## src/design/raiec_pkg.sv

```systemverilog
// package: constants, types and vector helpers of the exception controller
package raiec_pkg;

    ////////////////////////////////////////////////////////////////////////
    // register port geometry and map
    localparam int ADDR_W = 8;
    localparam int DATA_W = 8;
    localparam logic [7:0] REG_CTRL = 8'h00;     // edge select, wdog options
    localparam logic [7:0] REG_SENSE = 8'h01;    // 1 = falling edge, 0 = level
    localparam logic [7:0] REG_ENABLE = 8'h02;   // per-source enables a,b,c,kp
    localparam logic [7:0] REG_KEYMASK = 8'h03;  // key_line_mask_reg, 1 = masked
    localparam logic [7:0] REG_STATUS = 8'h04;   // read only state

    // field positions
    localparam int CTRL_EDGE_BIT = 0;   // unmaskable_edge_select
    localparam int CTRL_WDRST_BIT = 1;  // watchdog overflow resets the chip
    localparam int CTRL_WDNMI_BIT = 2;  // watchdog overflow raises the nmi
    localparam int ST_PEND_LSB = 0;     // status [4:0] pending kp,c,b,a,nmi
    localparam int ST_ARMED_BIT = 5;    // unmaskable input accepted
    localparam int ST_EXTRST_BIT = 6;   // last reset came from the pin

    // reset values
    localparam logic [2:0] CTRL_RST = 3'h0;
    localparam logic [3:0] SENSE_RST = 4'h0;
    localparam logic [3:0] ENABLE_RST = 4'h0;
    localparam logic [7:0] KEYMASK_RST = 8'hFF;

    // timing
    localparam logic [9:0] WDOG_RST_CYCLES = 10'h206;  // 518 clocks

    // vector numbers and addresses
    localparam logic [7:0] VEC_RESET = 8'h00;
    localparam logic [7:0] VEC_NMI = 8'h03;
    localparam logic [7:0] VEC_A = 8'h04;
    localparam logic [7:0] VEC_B = 8'h05;
    localparam logic [7:0] VEC_C = 8'h06;
    localparam logic [7:0] VEC_KEYPAD = 8'h0A;
    localparam logic [7:0] VEC_INT_LO = 8'h11;  // first block starts at 17
    localparam logic [7:0] VEC_INT_HI = 8'h2C;  // second block starts at 44
    localparam int INT_LO_COUNT = 20;
    localparam int N_INT = 26;
    localparam int WDOG_IDX = 20;               // internal slot of wdog ovf
    localparam logic [15:0] RESET_VEC_ADDR = 16'h0000;
    localparam logic [3:0][7:0] EXT_VEC = {VEC_KEYPAD, VEC_C, VEC_B, VEC_A};

    ////////////////////////////////////////////////////////////////////////
    // types
    typedef enum logic [2:0] {ST_HOLD, ST_SET_MASK, ST_INIT, ST_FETCH,
        ST_RUN} raiec_state_e;

    typedef struct packed {
        logic wr;
        logic rd;
        logic [ADDR_W-1:0] addr;
        logic [DATA_W-1:0] wdata;
    } raiec_bus_s;

    typedef struct packed {
        logic valid;       // one-cycle request to the core
        logic is_reset;    // reset vector fetch rather than interrupt
        logic [7:0] vec_no;
        logic [15:0] vec_addr;
    } raiec_exc_s;

    // vector number of an internal source slot
    function automatic logic [7:0] raiec_int_vec(input int idx);
        if (idx < INT_LO_COUNT)
            return VEC_INT_LO + 8'(idx);
        return VEC_INT_HI + 8'(idx - INT_LO_COUNT);
    endfunction : raiec_int_vec

endpackage : raiec_pkg

```

## src/design/raiec_top.sv

```systemverilog
// exception controller: reset sequencing and interrupt arbitration
//
// Functional notes
// - reset always preempts interrupt handling
// - pin low holds reset, rise starts sequence
// - interrupts taken only at boundaries
// - no detection after condition-register instructions
// - reset halts and initializes supporting registers
// - leave reset by pin rise or pulse end
// - watchdog reset lasts exactly 518 clocks
// - sequence first sets the global mask
// - then init registers, then fetch vector zero
// - all interrupts blocked right after reset
// - nmi enabled after first instruction completes
// - condition instruction first delays nmi enabling
// - five external and 26 internal sources
// - global mask blocks all but nmi
// - per-source falling edge or level sense
// - nmi is edge sensed, edge selectable
// - each source has its own vector
// - keypad request from eight maskable key lines
// - watchdog overflow gives nmi or overflow irq
// - edge select 0 falling (reset), 1 rising
//
// The register addresses and the strobed register port were chosen for this implementation.
`timescale 1ns/100ps

////////////////////////////////////////////////////////////////////////////
// two-flop synchroniser for asynchronous pins
module raiec_sync #(
    parameter int W = 1,
    parameter logic [W-1:0] INIT = '1
) (
    input logic clk,
    input logic resetn,
    input logic [W-1:0] d,
    output logic [W-1:0] q
);
    logic [W-1:0] meta_r;  // first stage, read only by q

    // plain double flop; idle level of the pins is high
    always_ff @(posedge clk or negedge resetn)
    begin
        if (!resetn)
        begin
            meta_r <= INIT;
            q <= INIT;
        end
        else
        begin
            meta_r <= d;
            q <= meta_r;
        end
    end
endmodule : raiec_sync

////////////////////////////////////////////////////////////////////////////
module raiec_top (
    input logic clk,
    input logic resetn,
    input raiec_pkg::raiec_bus_s bus,
    output logic [raiec_pkg::DATA_W-1:0] rdata,
    input logic chip_init_pin,
    input logic unmaskable_pin,
    input logic ext_request_a,
    input logic ext_request_b,
    input logic ext_request_c,
    input logic [7:0] key_lines,
    input logic [raiec_pkg::N_INT-1:0] periph_req,
    input logic wdog_overflow,
    input logic instr_done,
    input logic cond_instr,
    input logic seq_done,
    input logic cpu_mask_flag,
    output logic core_reset,
    output logic set_mask,
    output logic periph_init,
    output raiec_pkg::raiec_exc_s exc_req
);
    import raiec_pkg::*;

    ////////////////////////////////////////////////////////////////////////
    // synchronised pins
    logic [12:0] pins_s;       // init, nmi, a, b, c, keys
    logic init_s;              // chip_init_pin after two flops
    logic nmi_s;               // unmaskable_pin after two flops
    logic [2:0] ext_s;         // ext_request_c..a after two flops
    logic [7:0] keys_s;        // key_lines after two flops

    raiec_sync #(.W(13), .INIT(13'h1FFF)) u_sync (
        .clk(clk),
        .resetn(resetn),
        .d({key_lines, ext_request_c, ext_request_b, ext_request_a,
            unmaskable_pin, chip_init_pin}),
        .q(pins_s)
    );

    assign init_s = pins_s[0];
    assign nmi_s = pins_s[1];
    assign ext_s = pins_s[4:2];
    assign keys_s = pins_s[12:5];

    ////////////////////////////////////////////////////////////////////////
    // declarations
    raiec_state_e state_r;     // reset sequencer state
    raiec_state_e state_nxt;
    logic hold;                // reset state wanted this cycle
    logic wd_start;            // watchdog overflow with reset option
    logic [9:0] wd_cnt_r;      // remaining watchdog reset clocks
    logic extrst_r;            // last reset came from the pin
    logic [2:0] ctrl_r;        // edge select and watchdog options
    logic [3:0] sense_r;       // 1 = falling edge sensed
    logic [3:0] enable_r;      // per-source enables
    logic [7:0] keymask_r;     // key line masks
    logic nmi_armed_r;         // first instruction has completed
    logic nmi_d_r;             // previous nmi level for edge detect
    logic nmi_edge;            // selected edge seen on the nmi input
    logic nmi_set;             // nmi event from pin or watchdog
    logic nmi_pend_r;          // sticky nmi request
    logic wd_ovf_set;          // watchdog overflow routed as ordinary irq
    logic wd_ovf_pend_r;       // sticky watchdog overflow request
    logic [3:0] ext_act;       // active-high request levels kp,c,b,a
    logic [3:0] ext_prev_r;    // last cycle's request levels
    logic [3:0] ext_edge;      // new assertion (falling pin edge)
    logic [3:0] edge_pend_r;   // sticky edge-sensed requests
    logic [3:0] ext_pend;      // edge or level request per source
    logic [3:0] ext_elig;      // enabled external requests
    logic [N_INT-1:0] int_req; // internal requests with wdog slot merged
    logic boundary;            // detection point this cycle
    logic accept_ok;           // an interrupt may be taken now
    logic take;                // an interrupt is taken
    logic found;               // arbitration already picked a source
    logic [7:0] take_no;       // vector number taken
    logic clr_nmi;
    logic clr_wd;
    logic [3:0] clr_ext;

    ////////////////////////////////////////////////////////////////////////
    // reset entry: pin low or watchdog pulse; reset beats everything
    assign wd_start = wdog_overflow & ctrl_r[CTRL_WDRST_BIT]
        & (state_r == ST_RUN);
    // pin low or pulse running keeps the chip in reset
    assign hold = ~init_s | (wd_cnt_r != 10'h000);

    // watchdog pulse counter, loaded on overflow, counts down to zero
    always_ff @(posedge clk or negedge resetn)
    begin
        if (!resetn)
            wd_cnt_r <= 10'h000;
        else if (wd_start)
            wd_cnt_r <= WDOG_RST_CYCLES;
        else if (wd_cnt_r != 10'h000)
            wd_cnt_r <= wd_cnt_r - 10'h001;
    end

    // reset source flag survives the reset it describes
    always_ff @(posedge clk or negedge resetn)
    begin
        if (!resetn)
            extrst_r <= 1'b1;
        else if (!init_s)
            extrst_r <= 1'b1;
        else if (wd_start)
            extrst_r <= 1'b0;
    end

    // sequencer: hold, set mask, init registers, fetch vector, run
    always_comb
    begin
        if (hold)
            state_nxt = ST_HOLD;
        else
        begin
            case (state_r)
                ST_HOLD: state_nxt = ST_SET_MASK;
                ST_SET_MASK: state_nxt = ST_INIT;
                ST_INIT: state_nxt = ST_FETCH;
                ST_FETCH: state_nxt = ST_RUN;
                ST_RUN: state_nxt = ST_RUN;
                default: state_nxt = ST_HOLD;
            endcase
        end
    end

    always_ff @(posedge clk or negedge resetn)
    begin
        if (!resetn)
            state_r <= ST_HOLD;
        else
            state_r <= state_nxt;
    end

    // sequence strobes are registered off the next state so they line up
    always_ff @(posedge clk or negedge resetn)
    begin
        if (!resetn)
        begin
            core_reset <= 1'b1;
            set_mask <= 1'b0;
            periph_init <= 1'b0;
        end
        else
        begin
            core_reset <= hold;
            set_mask <= (state_nxt == ST_SET_MASK);
            periph_init <= (state_nxt == ST_INIT);
        end
    end

    ////////////////////////////////////////////////////////////////////////
    // register port; registers return to reset values while held
    always_ff @(posedge clk or negedge resetn)
    begin
        if (!resetn)
        begin
            ctrl_r <= CTRL_RST;
            sense_r <= SENSE_RST;
            enable_r <= ENABLE_RST;
            keymask_r <= KEYMASK_RST;
        end
        else if (hold)
        begin
            // supporting registers are initialized by any reset
            ctrl_r <= CTRL_RST;
            sense_r <= SENSE_RST;
            enable_r <= ENABLE_RST;
            keymask_r <= KEYMASK_RST;
        end
        else if (bus.wr)
        begin
            case (bus.addr)
                REG_CTRL: ctrl_r <= bus.wdata[2:0];
                REG_SENSE: sense_r <= bus.wdata[3:0];
                REG_ENABLE: enable_r <= bus.wdata[3:0];
                REG_KEYMASK: keymask_r <= bus.wdata;
                default: ;  // unmapped and status writes are dropped
            endcase
        end
    end

    // read data stand for the single cycle after the strobe
    always_ff @(posedge clk or negedge resetn)
    begin
        if (!resetn)
            rdata <= 8'h00;
        else if (bus.rd)
        begin
            case (bus.addr)
                REG_CTRL: rdata <= {5'h00, ctrl_r};
                REG_SENSE: rdata <= {4'h0, sense_r};
                REG_ENABLE: rdata <= {4'h0, enable_r};
                REG_KEYMASK: rdata <= keymask_r;
                REG_STATUS: rdata <= {1'b0, extrst_r, nmi_armed_r,
                    ext_pend[3], ext_pend[2:0], nmi_pend_r};
                default: rdata <= 8'h00;  // unmapped reads as zero
            endcase
        end
        else
            rdata <= 8'h00;
    end

    ////////////////////////////////////////////////////////////////////////
    // nmi edge detection and watchdog routing
    assign nmi_edge = ctrl_r[CTRL_EDGE_BIT] ? (nmi_s & ~nmi_d_r)
        : (~nmi_s & nmi_d_r);
    // overflow without reset option becomes nmi or ordinary irq
    assign nmi_set = nmi_edge | (wdog_overflow & ~ctrl_r[CTRL_WDRST_BIT]
        & ctrl_r[CTRL_WDNMI_BIT]);
    assign wd_ovf_set = wdog_overflow & ~ctrl_r[CTRL_WDRST_BIT]
        & ~ctrl_r[CTRL_WDNMI_BIT];

    always_ff @(posedge clk or negedge resetn)
    begin
        if (!resetn)
            nmi_d_r <= 1'b1;
        else
            nmi_d_r <= nmi_s;
    end

    // sticky requests; a new event in the clearing cycle wins
    always_ff @(posedge clk or negedge resetn)
    begin
        if (!resetn)
        begin
            nmi_pend_r <= 1'b0;
            wd_ovf_pend_r <= 1'b0;
        end
        else if (hold)
        begin
            nmi_pend_r <= 1'b0;
            wd_ovf_pend_r <= 1'b0;
        end
        else
        begin
            nmi_pend_r <= (nmi_pend_r & ~clr_nmi) | nmi_set;
            wd_ovf_pend_r <= (wd_ovf_pend_r & ~clr_wd) | wd_ovf_set;
        end
    end

    ////////////////////////////////////////////////////////////////////////
    // external lines: a, b, c and the keypad merge, active low
    // keypad request is any unmasked key line pulled low
    assign ext_act = {|(~keys_s & ~keymask_r), ~ext_s};
    assign ext_edge = ext_act & ~ext_prev_r;
    // edge sources use the sticky flag, level sources the live line
    assign ext_pend = (edge_pend_r & sense_r)
        | (ext_act & ~sense_r);
    assign ext_elig = ext_pend & enable_r;

    always_ff @(posedge clk or negedge resetn)
    begin
        if (!resetn)
        begin
            ext_prev_r <= 4'h0;
            edge_pend_r <= 4'h0;
        end
        else if (hold)
        begin
            ext_prev_r <= 4'h0;
            edge_pend_r <= 4'h0;
        end
        else
        begin
            ext_prev_r <= ext_act;
            edge_pend_r <= (edge_pend_r & ~clr_ext)
                | (ext_edge & sense_r);
        end
    end

    // internal sources, with the overflow flag in the watchdog slot
    always_comb
    begin
        int_req = periph_req;
        int_req[WDOG_IDX] = wd_ovf_pend_r;
    end

    ////////////////////////////////////////////////////////////////////////
    // post-reset arming: the first instruction always runs
    always_ff @(posedge clk or negedge resetn)
    begin
        if (!resetn)
            nmi_armed_r <= 1'b0;
        else if (state_nxt != ST_RUN)
            nmi_armed_r <= 1'b0;
        else if (instr_done && !cond_instr)
            nmi_armed_r <= 1'b1;
    end

    ////////////////////////////////////////////////////////////////////////
    // arbitration at instruction or sequence boundaries
    assign boundary = seq_done | (instr_done & ~cond_instr);
    assign accept_ok = boundary & ~hold & (state_r == ST_RUN)
        & nmi_armed_r;

    // fixed priority: nmi, a, b, c, keypad, internals in slot order
    always_comb
    begin
        found = 1'b0;
        take_no = VEC_NMI;
        clr_nmi = 1'b0;
        clr_wd = 1'b0;
        clr_ext = 4'h0;
        if (accept_ok && nmi_pend_r)
        begin
            found = 1'b1;
            clr_nmi = 1'b1;
        end
        else if (accept_ok && !cpu_mask_flag)
        begin
            for (int i = 0; i < 4; i++)
            begin
                if (!found && ext_elig[i])
                begin
                    found = 1'b1;
                    take_no = EXT_VEC[i];
                    clr_ext[i] = 1'b1;
                end
            end
            for (int j = 0; j < N_INT; j++)
            begin
                if (!found && int_req[j])
                begin
                    found = 1'b1;
                    take_no = raiec_int_vec(j);
                    clr_wd = (j == WDOG_IDX);
                end
            end
        end
        take = found;
    end

    // request to the core: reset fetch or the chosen vector
    always_ff @(posedge clk or negedge resetn)
    begin
        if (!resetn)
            exc_req <= '0;
        else if (state_nxt == ST_FETCH)
        begin
            exc_req.valid <= 1'b1;
            exc_req.is_reset <= 1'b1;
            exc_req.vec_no <= VEC_RESET;
            exc_req.vec_addr <= RESET_VEC_ADDR;
        end
        else if (take)
        begin
            exc_req.valid <= 1'b1;
            exc_req.is_reset <= 1'b0;
            exc_req.vec_no <= take_no;
            exc_req.vec_addr <= {7'h00, take_no, 1'b0};
        end
        else
            exc_req <= '0;
    end
endmodule : raiec_top

```

## config.mk

```make
export PLATFORM = sky130hd
export DESIGN_NAME = raiec_top
export DESIGN_NICKNAME = d
export VERILOG_FILES = /design/src/design/raiec_pkg.sv /design/src/design/raiec_top.sv
export SDC_FILE = /design/constraint.sdc
export NUM_CORES = 1
export LEC_CHECK = 0
export BUFFER_PORTS_ARGS = -buffer_cell sky130_fd_sc_hd__buf_2
export CAP_MARGIN = 20
export CORE_UTILIZATION = 42
export CTS_CLUSTER_SIZE = 14
export DETAILED_ROUTE_END_ITERATION = 8
export PLACE_DENSITY = 0.73
export SLEW_MARGIN = 15
export SYNTH_ARGS = -nofsm -noshare
export SYNTH_HDL_FRONTEND = slang
export SYNTH_SLANG_ARGS = --single-unit
```

## constraint.sdc

```tcl
create_clock -name clk -period 3.8 [get_ports clk]
set_input_delay 0.38 -clock clk [delete_from_list [all_inputs] [get_ports clk]]
set_output_delay 0.38 -clock clk [all_outputs]
set_load 0.005 [all_outputs]
```

==> results.yml, run 1 <==
run_status:
  status: "finished clean"
grt:
  grt_antenna_before_repair: 0
  grt_pass1_wl_um: 14200
  overflow: 0
  grt_pass1_vias: 2998
  grt_use_total: 0.181
  grt_max_degree: 91
worst_setup_path:
  required_ns: 4.04
  crit_chain: "inv_1 -> ha_1 -> nor3b_1 -> and3_2 -> and2_1 -> inv_4 -> nor4_4 -> nand3_1 -> a32o_1"
  crit_type: "flip-flop to flip-flop"
  cp.arrival_ns: 3.01
  setup.worst_path.end_class: "flip-flop"
  setup.worst_path.start_class: "flip-flop"
  cp_slowest_cell: "and2_1"
  crit_path_max_fanout: 30
  rr_endpoint: "edge_pend_r[3]"
  rr_worst_depth: 9
  cp_slowest_stage_delay_ns: 0.44
  cp-startpoint: "wd_cnt_r[0]"
  r2r-start: "wd_cnt_r[0]"
  critPathBufInv: 2
  r2r_slack_ns: 1.03
  critical-path-top-delay-family: "simple AND/OR/NAND/NOR gates"
placement:
  dpl.hpwl_um: 6340
  gp_congestion: 0.869
  portBuffers: 87
timing:
  fin_tns_setup_ns: 0
  drv_slew: 0
  whs_ns: 0.0881
  worstMarginPinSlew_ns: 0.767
  relSlewSlack: 0.489
  finalClockSkew_ns: 0.00886
  final.period_utilization: 0.730
  fmax_mhz: 361
  period_needed_ns: 2.77
  grt_setup_unrepaired: "no"
  finalHoldViolCount: 0
  setup_viol: 0
worst_hold_path:
  hp-class: "input pin to asynchronous set/reset pin"
yosys:
  synth-edff-count: 0
  synth-main-ff-cell: "dfrtp_1"
  yosys_register_bits: 90
  ys.warnings.count: 0
  synth_cell_types: 59
  ys_seq_area_frac: 0.555
  syn_area_per_cell_um2: 10.4
  ys_async_sr_fraction: 1.00
  syn_inst: 397
  synth_area_um2: 4140
clock_tree:
  clk_pin_slew_worst_paths_ns: 0.08
  cts.htree.levels: 3
  postCtsSetupBuffers: 0
  cts.repair.resized: 0
  ctsLongestPathBuffers: 2
  cts_tree: "yes"
  cts_buffers: 9
  root_buffer: "clkbuf_8"
  postCtsHoldBufs: 0
  worstSkewPairLatency_ns: 0.35
  numClockSinks: 90
die:
  core_um2: 9420
  start_util: 0.440
  ios: 101
  num_rows: 35
  fp.dieW_um: 101
  die_h_um: 101
  die_area_um2: 10300
cells_and_area:
  layout-drive-gt1-share: 0.332
  area_delta_synth_final_pct: 16.1
  final_cell_mix: "86 x buf_2, 53 x dfrtp_1, 40 x nand2_1, 39 x nor2_1, 37 x dfstp_2"
  layout.nets: 543
  layout_commonest_cell: "buf_2"
  num_antenna_cells: 0
power:
  vdd_drop_max_v: 0.000211
  power_leakage_nw: 2.23
  finalPower_mw: 1.75
  p_per_area_nw_per_um2: 364
drt:
  drcViolationCount: 0
  drtIter0Drc: 198
  wl_per_cell_um: 14.2
  dr.pass1.iters: 5
  ant_nets: 0
  viasPerCell: 5.18
  routed_wl_um: 8690
  vias: 3166
run:
  drv_cap: 0
## power breakdown
group / switching [mW] / total, mW / leakage [nW] / internal, mW
sequential: 0.00534 / 0.989 / 1.10 / 0.984
combinational: 0.0578 / 0.0961 / 1.02 / 0.0383
clock: 0.306 / 0.664 / 0.105 / 0.358
## flip-flops by register name, indices dropped and copies added, names as in the netlist, 3 cells and up
register,count
ext_prev_r,4
keymask_r,8
exc_req,8
edge_pend_r,4
wd_cnt_r,10
sense_r,4
u_sync.meta_r,13
ctrl_r,3
state_r,3
enable_r,4
u_sync.q,13
rdata,8
## worst max path at each step
stage / to / slack [ns] / depth (start not counted)
4_1_cts: edge_pend_r[3] / 1.01 / 9
3_3_place_gp: edge_pend_r[3] / 1.10 / 9
6_report: edge_pend_r[3] / 1.03 / 9
2_1_floorplan: wd_ovf_pend_r / 1.71 / 11
3_5_place_dp: edge_pend_r[3] / 1.04 / 9
5_1_grt: edge_pend_r[3] / 0.79 / 9
## cells by family after synthesis
logic type      after synthesis  share of synthesized area
simple gates                176                      0.231
flops                        90                      0.555
compound gates               63                      0.101
buf+inv                      46                     0.0623
mux                          12                     0.0299
xor+xnor                      8                     0.0169
fa+ha+maj                     1                    0.00302
other cells                   1                   0.000906
## routing by layer
metal,global-route usage,vias to the layer above,wire length (um)
li1,-,1526,-
met1,0.231,1526,3800
met2,0.304,107,4370
met3,0.0469,7,443
met4,0.0491,0,78
met5,0,-,0
## cell usage after synthesis (all sizes together), types with 2 or more instances
cell | number | area (um^2)
nor3b | 3 | 22.5
and3 | 8 | 51.3
inv | 17 | 66.3
and2 | 4 | 25.0
a31oi | 2 | 12.5
nand2b | 7 | 43.8
dfrtp | 53 | 1330
buf | 24 | 173
mux2i | 9 | 90.1
o21ai | 10 | 53.8
nor3 | 23 | 158
or3b | 4 | 35.0
o22ai | 5 | 31.3
nand3 | 24 | 120
mux2 | 3 | 33.8
xnor2 | 4 | 35.0
nand2 | 40 | 150
nor4 | 7 | 71.3
clkbuf | 5 | 18.8
o31a | 2 | 17.5
or4 | 3 | 30.0
xor2 | 4 | 35.0
nor2 | 39 | 146
nor2b | 4 | 25.0
or3 | 4 | 30.0
a22o | 3 | 26.3
a21oi | 18 | 90.1
a211o | 3 | 26.3
a22oi | 3 | 22.5
o211ai | 4 | 30.0
dfstp | 37 | 972
nand3b | 2 | 15.0
nor4b | 2 | 17.5
o31ai | 3 | 22.5
a32oi | 3 | 26.3
## stage by stage
step                      cell area [um^2]  setup WS (ns)  std cells  utilization
after CTS                             4800           1.01        611        0.510
after global placement                4600           1.10        596        0.488
after global routing                  4810          0.789        611        0.510
after floorplan                       4180           1.71        408            -
after detailed placement              4600           1.04        596        0.488
final                                 4810           1.03        611        0.510
## cell type report
cell class,count,area (um^2)
Fill cell,829,4610
Clock inverter,2,35.0
Sequential cell,90,2300
Timing Repair Buffer,88,449
Clock buffer,13,170
Inverter,17,66.3
Multi-Input combinational cell,272,1630
Tap cell,129,161
## worst register-to-register path, cell delays in order, from the launching register on
cell and delay, ns:
dfrtp_1 0.40, inv_1 0.07, ha_1 0.18, nor3b_1 0.23, and3_2 0.28, and2_1 0.44
inv_4 0.24, nor4_4 0.40, nand3_1 0.14, a32o_1 0.28
(Power assumes the default switching activity.)
==> run 2: changes to the inputs <==
- ABC_AREA: default -> 1
- PLACE_DENSITY: 0.73 -> 0.75
- clock period: 3.8 -> 2.5 ns (I/O delays scaled with it)
==> run 2 against run 1 <==
- first-iteration DRC count fell by 7.6%
- sequential power rose by 52%
- non-clock buffer count increased by 78
- critical path depth is 14 higher
- maximum frequency is 5.8% lower
- power is 55% higher
- routed wire length grew 19%
- clock power grew 55%
- sequential cell count did not move
- critical endpoint is now exc_req[1]
- count of clock-buffer cells in the layout stayed put
- the flow now finishes with violations (setup timing)
- via count grew 22%
==> results.yml, run 2 <==
grt:
  overflow: 0
  grt_max_degree: 56
  top_usage_layer: "met2"
  grt_pass1_vias: 3735
  grt_use_met3: 0.0353
  grt_use_total: 0.206
  grt_antenna_before_repair: 0
  grtUsageMet1: 0.252
  grt_use_met2: 0.358
  grt_pass1_wl_um: 16800
cells_and_area:
  reg.largest.list: "u_sync.meta_r: 13 flops, u_sync.q: 13 flops, wd_cnt_r: 10 flops"
  layout.nets: 715
  area_delta_synth_final_pct: 33.4
  num_antenna_cells: 0
  utilization: 0.581
  layout_commonest_cell: "buf_2"
  layout-drive-gt1-share: 0.392
  final_cell_mix: "86 x buf_2, 74 x inv_1, 67 x nand2_1, 64 x buf_4, 53 x dfrtp_1"
  layout.cells.non_filler: 788
yosys:
  synth_compound_area_frac: 0.105
  synthAdderAreaFrac: 0.00291
  synth-main-ff-cell: "dfrtp_1"
  synth_xor_area_frac: 0.00815
  synthTopCellsByArea: "dfrtp_1 31%, dfstp_2 23%, inv_1 6.6%, nand2_1 6.5%, nand3_1 4.2%"
  synth_most_common_cell: "inv_1"
  yosysTopAreaCell: "dfrtp_1"
  synth_cell_types: 42
  ys_async_sr_fraction: 1.00
  yosys.area_share.simple: 0.237
  synth_top_family_by_area: "simple AND/OR/NAND/NOR gates"
  syn_inst: 484
  ys.warnings.count: 0
  synth-edff-count: 0
  yosys_register_bits: 90
  synth_common_cells: "76 x inv_1, 74 x nand2_1, 53 x dfrtp_1"
  synth_area_um2: 4300
  syn_area_per_cell_um2: 8.88
  synth_top_area_frac: 0.309
  synth_mux_area_frac: 0
  ys_seq_area_frac: 0.535
timing:
  setup_ws_ns: -0.445
  finalClockSkew_ns: 0.00986
  finalHoldViolCount: 0
  setup_viol: 8
  final.period_utilization: 1.18
  grt_setup_unrepaired: "yes"
  fmax_mhz: 340
  period_needed_ns: 2.94
  drv_slew: 0
worst_setup_path:
  cp.depth: 23
  setup.worst_path.end_class: "flip-flop"
  crit_type: "flip-flop to flip-flop"
  cp_slowest_cell: "dfstp_2"
  rr_endpoint: "exc_req[1]"
  cp.arrival_ns: 3.18
  critical-path-top-delay-family: "simple AND/OR/NAND/NOR gates"
  crit_path_max_fanout: 4
  r2r_slack_ns: -0.44
  critPathBufInv: 3
  crit_top_cell: "nor2_4"
  crit_chain: "inv_2 -> nand2_2 -> nand2_2 -> nor2_4 -> nand3_2 -> nand3_2 -> nand4_2 -> nor2_2 -> nand4_2 -> nor2_4 -> nand4_2 -> nor2_4 -> nand4_4 -> nor2_4 -> nand4_4 -> nor2_4 -> buf_4 -> buf_6 -> o21ai_0 -> nand4_1 -> nor2_1 -> nand3_2 -> nand2_1"
  cp_slowest_stage_delay_ns: 0.55
  rr_worst_depth: 23
  r2r-start: "keymask_r[1]"
  cp-startpoint: "keymask_r[1]"
  required_ns: 2.74
  setup.worst_path.start_class: "flip-flop"
  endpoint: "exc_req[1]"
power:
  power_leakage_nw: 2.88
  clkPwrFrac: 0.380
  pwr-share-seq: 0.553
  p_int_mw: 2.12
  swShare: 0.219
  finalPower_mw: 2.72
  power_switching_uw: 595
  comb_power_share: 0.066
  p_per_area_nw_per_um2: 474
  vdd_drop_max_v: 0.000280
placement:
  gp_congestion: 0.867
  dpl.hpwl_um: 7140
  dp_cells: 729
  portBuffers: 87
drt:
  viasPerCell: 4.89
  drtIter0Drc: 183
  dr.pass1.iters: 4
  routed_wl_um: 10400
  wl_per_cell_um: 13.2
  drcViolationCount: 0
  vias: 3850
  ant_nets: 0
run_status:
  status: "finished, violations left"
  failed_checks: "setup timing"
clock_tree:
  clk_pin_slew_worst_paths_ns: 0.08
  numClockSinks: 90
  cts_buffers: 9
  root_buffer: "clkbuf_8"
  cts_tree: "yes"
  worstSkewPairLatency_ns: 0.35
  ctsLongestPathBuffers: 2
  cts.htree.levels: 3
die:
  die_h_um: 103
  ios: 101
  core_um2: 9860
  die_area_um2: 10600
  fp.dieW_um: 103
  num_rows: 36
  start_util: 0.436
run:
  drv_cap: 0
worst_hold_path:
  hp-class: "input pin to flip-flop"
-- run 2: changes by cell type after synthesis, sizes merged, moves of 9 or more --
| cell | before | now |
|---|---|---|
| mux2i | 9 | 0 |
| o21ai | 10 | 24 |
| nand3 | 24 | 37 |
| nand2 | 40 | 78 |
| nor3 | 23 | 13 |
| o22ai | 5 | 17 |
| inv | 17 | 82 |
| nand4 | 1 | 12 |
| nor2 | 39 | 58 |
-- run 2: worst min-delay path: stages --
cell and delay (ns):
buf_2 0.10, nand3_1 0.07, nand3_1 0.07
-- run 2: area by class of cell --
cell class,instances,area [um^2]
clock buffer,13,170
clock inverter,3,43.8
fill,808,4130
inverter,87,330
multi-input combinational,296,1640
sequential,90,2300
tap,133,166
timing repair buffer,166,1080
-- run 2: layer usage --
metal | share of wire | wire length, um | vias to the layer above
li1 | - | - | 1878
met1 | 0.42 | 4330 | 1827
met2 | 0.51 | 5330 | 118
met3 | 0.042 | 432 | 27
met4 | 0.027 | 284 | 0
met5 | 0 | 0 | -
-- run 2: logic make-up after synthesis --
logic type	count (synthesis)
buf+inv	109
simple gates	206
compound gates	73
flops	90
fa+ha+maj	1
xor+xnor	4
other cells	1
-- run 2: what timing repair did --
item                                    4_1_cts  5_1_grt
buffers inserted                             25        4
endpoints found under the setup margin        8       13
pin swaps                                     7        6
resized for setup                             7       15
hold buffers                                 14        0
endpoints found under the hold margin        18        0
-- run 2: how the worst min path moves through the flow --
stage	to	slack (ns)	cells after the start	from
after floorplan	ctrl_r[0]	-0.05	0	resetn
after global placement	rdata[3]	0.24	1	resetn
after detailed placement	rdata[4]	0.24	1	resetn
after CTS	keymask_r[4]	0.14	3	bus[4]
after global routing	keymask_r[4]	0.13	3	bus[4]
final	keymask_r[4]	0.15	3	bus[4]
-- run 2: power groups by stage --
| stage | Sequential [mW] | Clock, mW | Combinational [mW] |
|---|---|---|---|
| detailed placement | 1.53 | 0 | 0.156 |
| floorplan | 1.53 | 0 | 0.0604 |
| global placement | 1.53 | 0 | 0.152 |
| CTS | 1.50 | 1.07 | 0.177 |
| global route | 1.51 | 1.13 | 0.203 |
| finish | 1.50 | 1.03 | 0.180 |
-- run 2: metrics by stage --
stage               hold slack, ns  TNS, ns  cell area, um^2  setup slack [ns]
floorplan                  -0.0456    -1.31             4360            -0.202
global placement             0.237    -2.19             5090            -0.307
detailed placement           0.241    -3.43             5090            -0.471
CTS                          0.140    -2.49             5660            -0.350
global route                 0.135    -4.82             5730            -0.637
finish                       0.147    -3.16             5730            -0.445
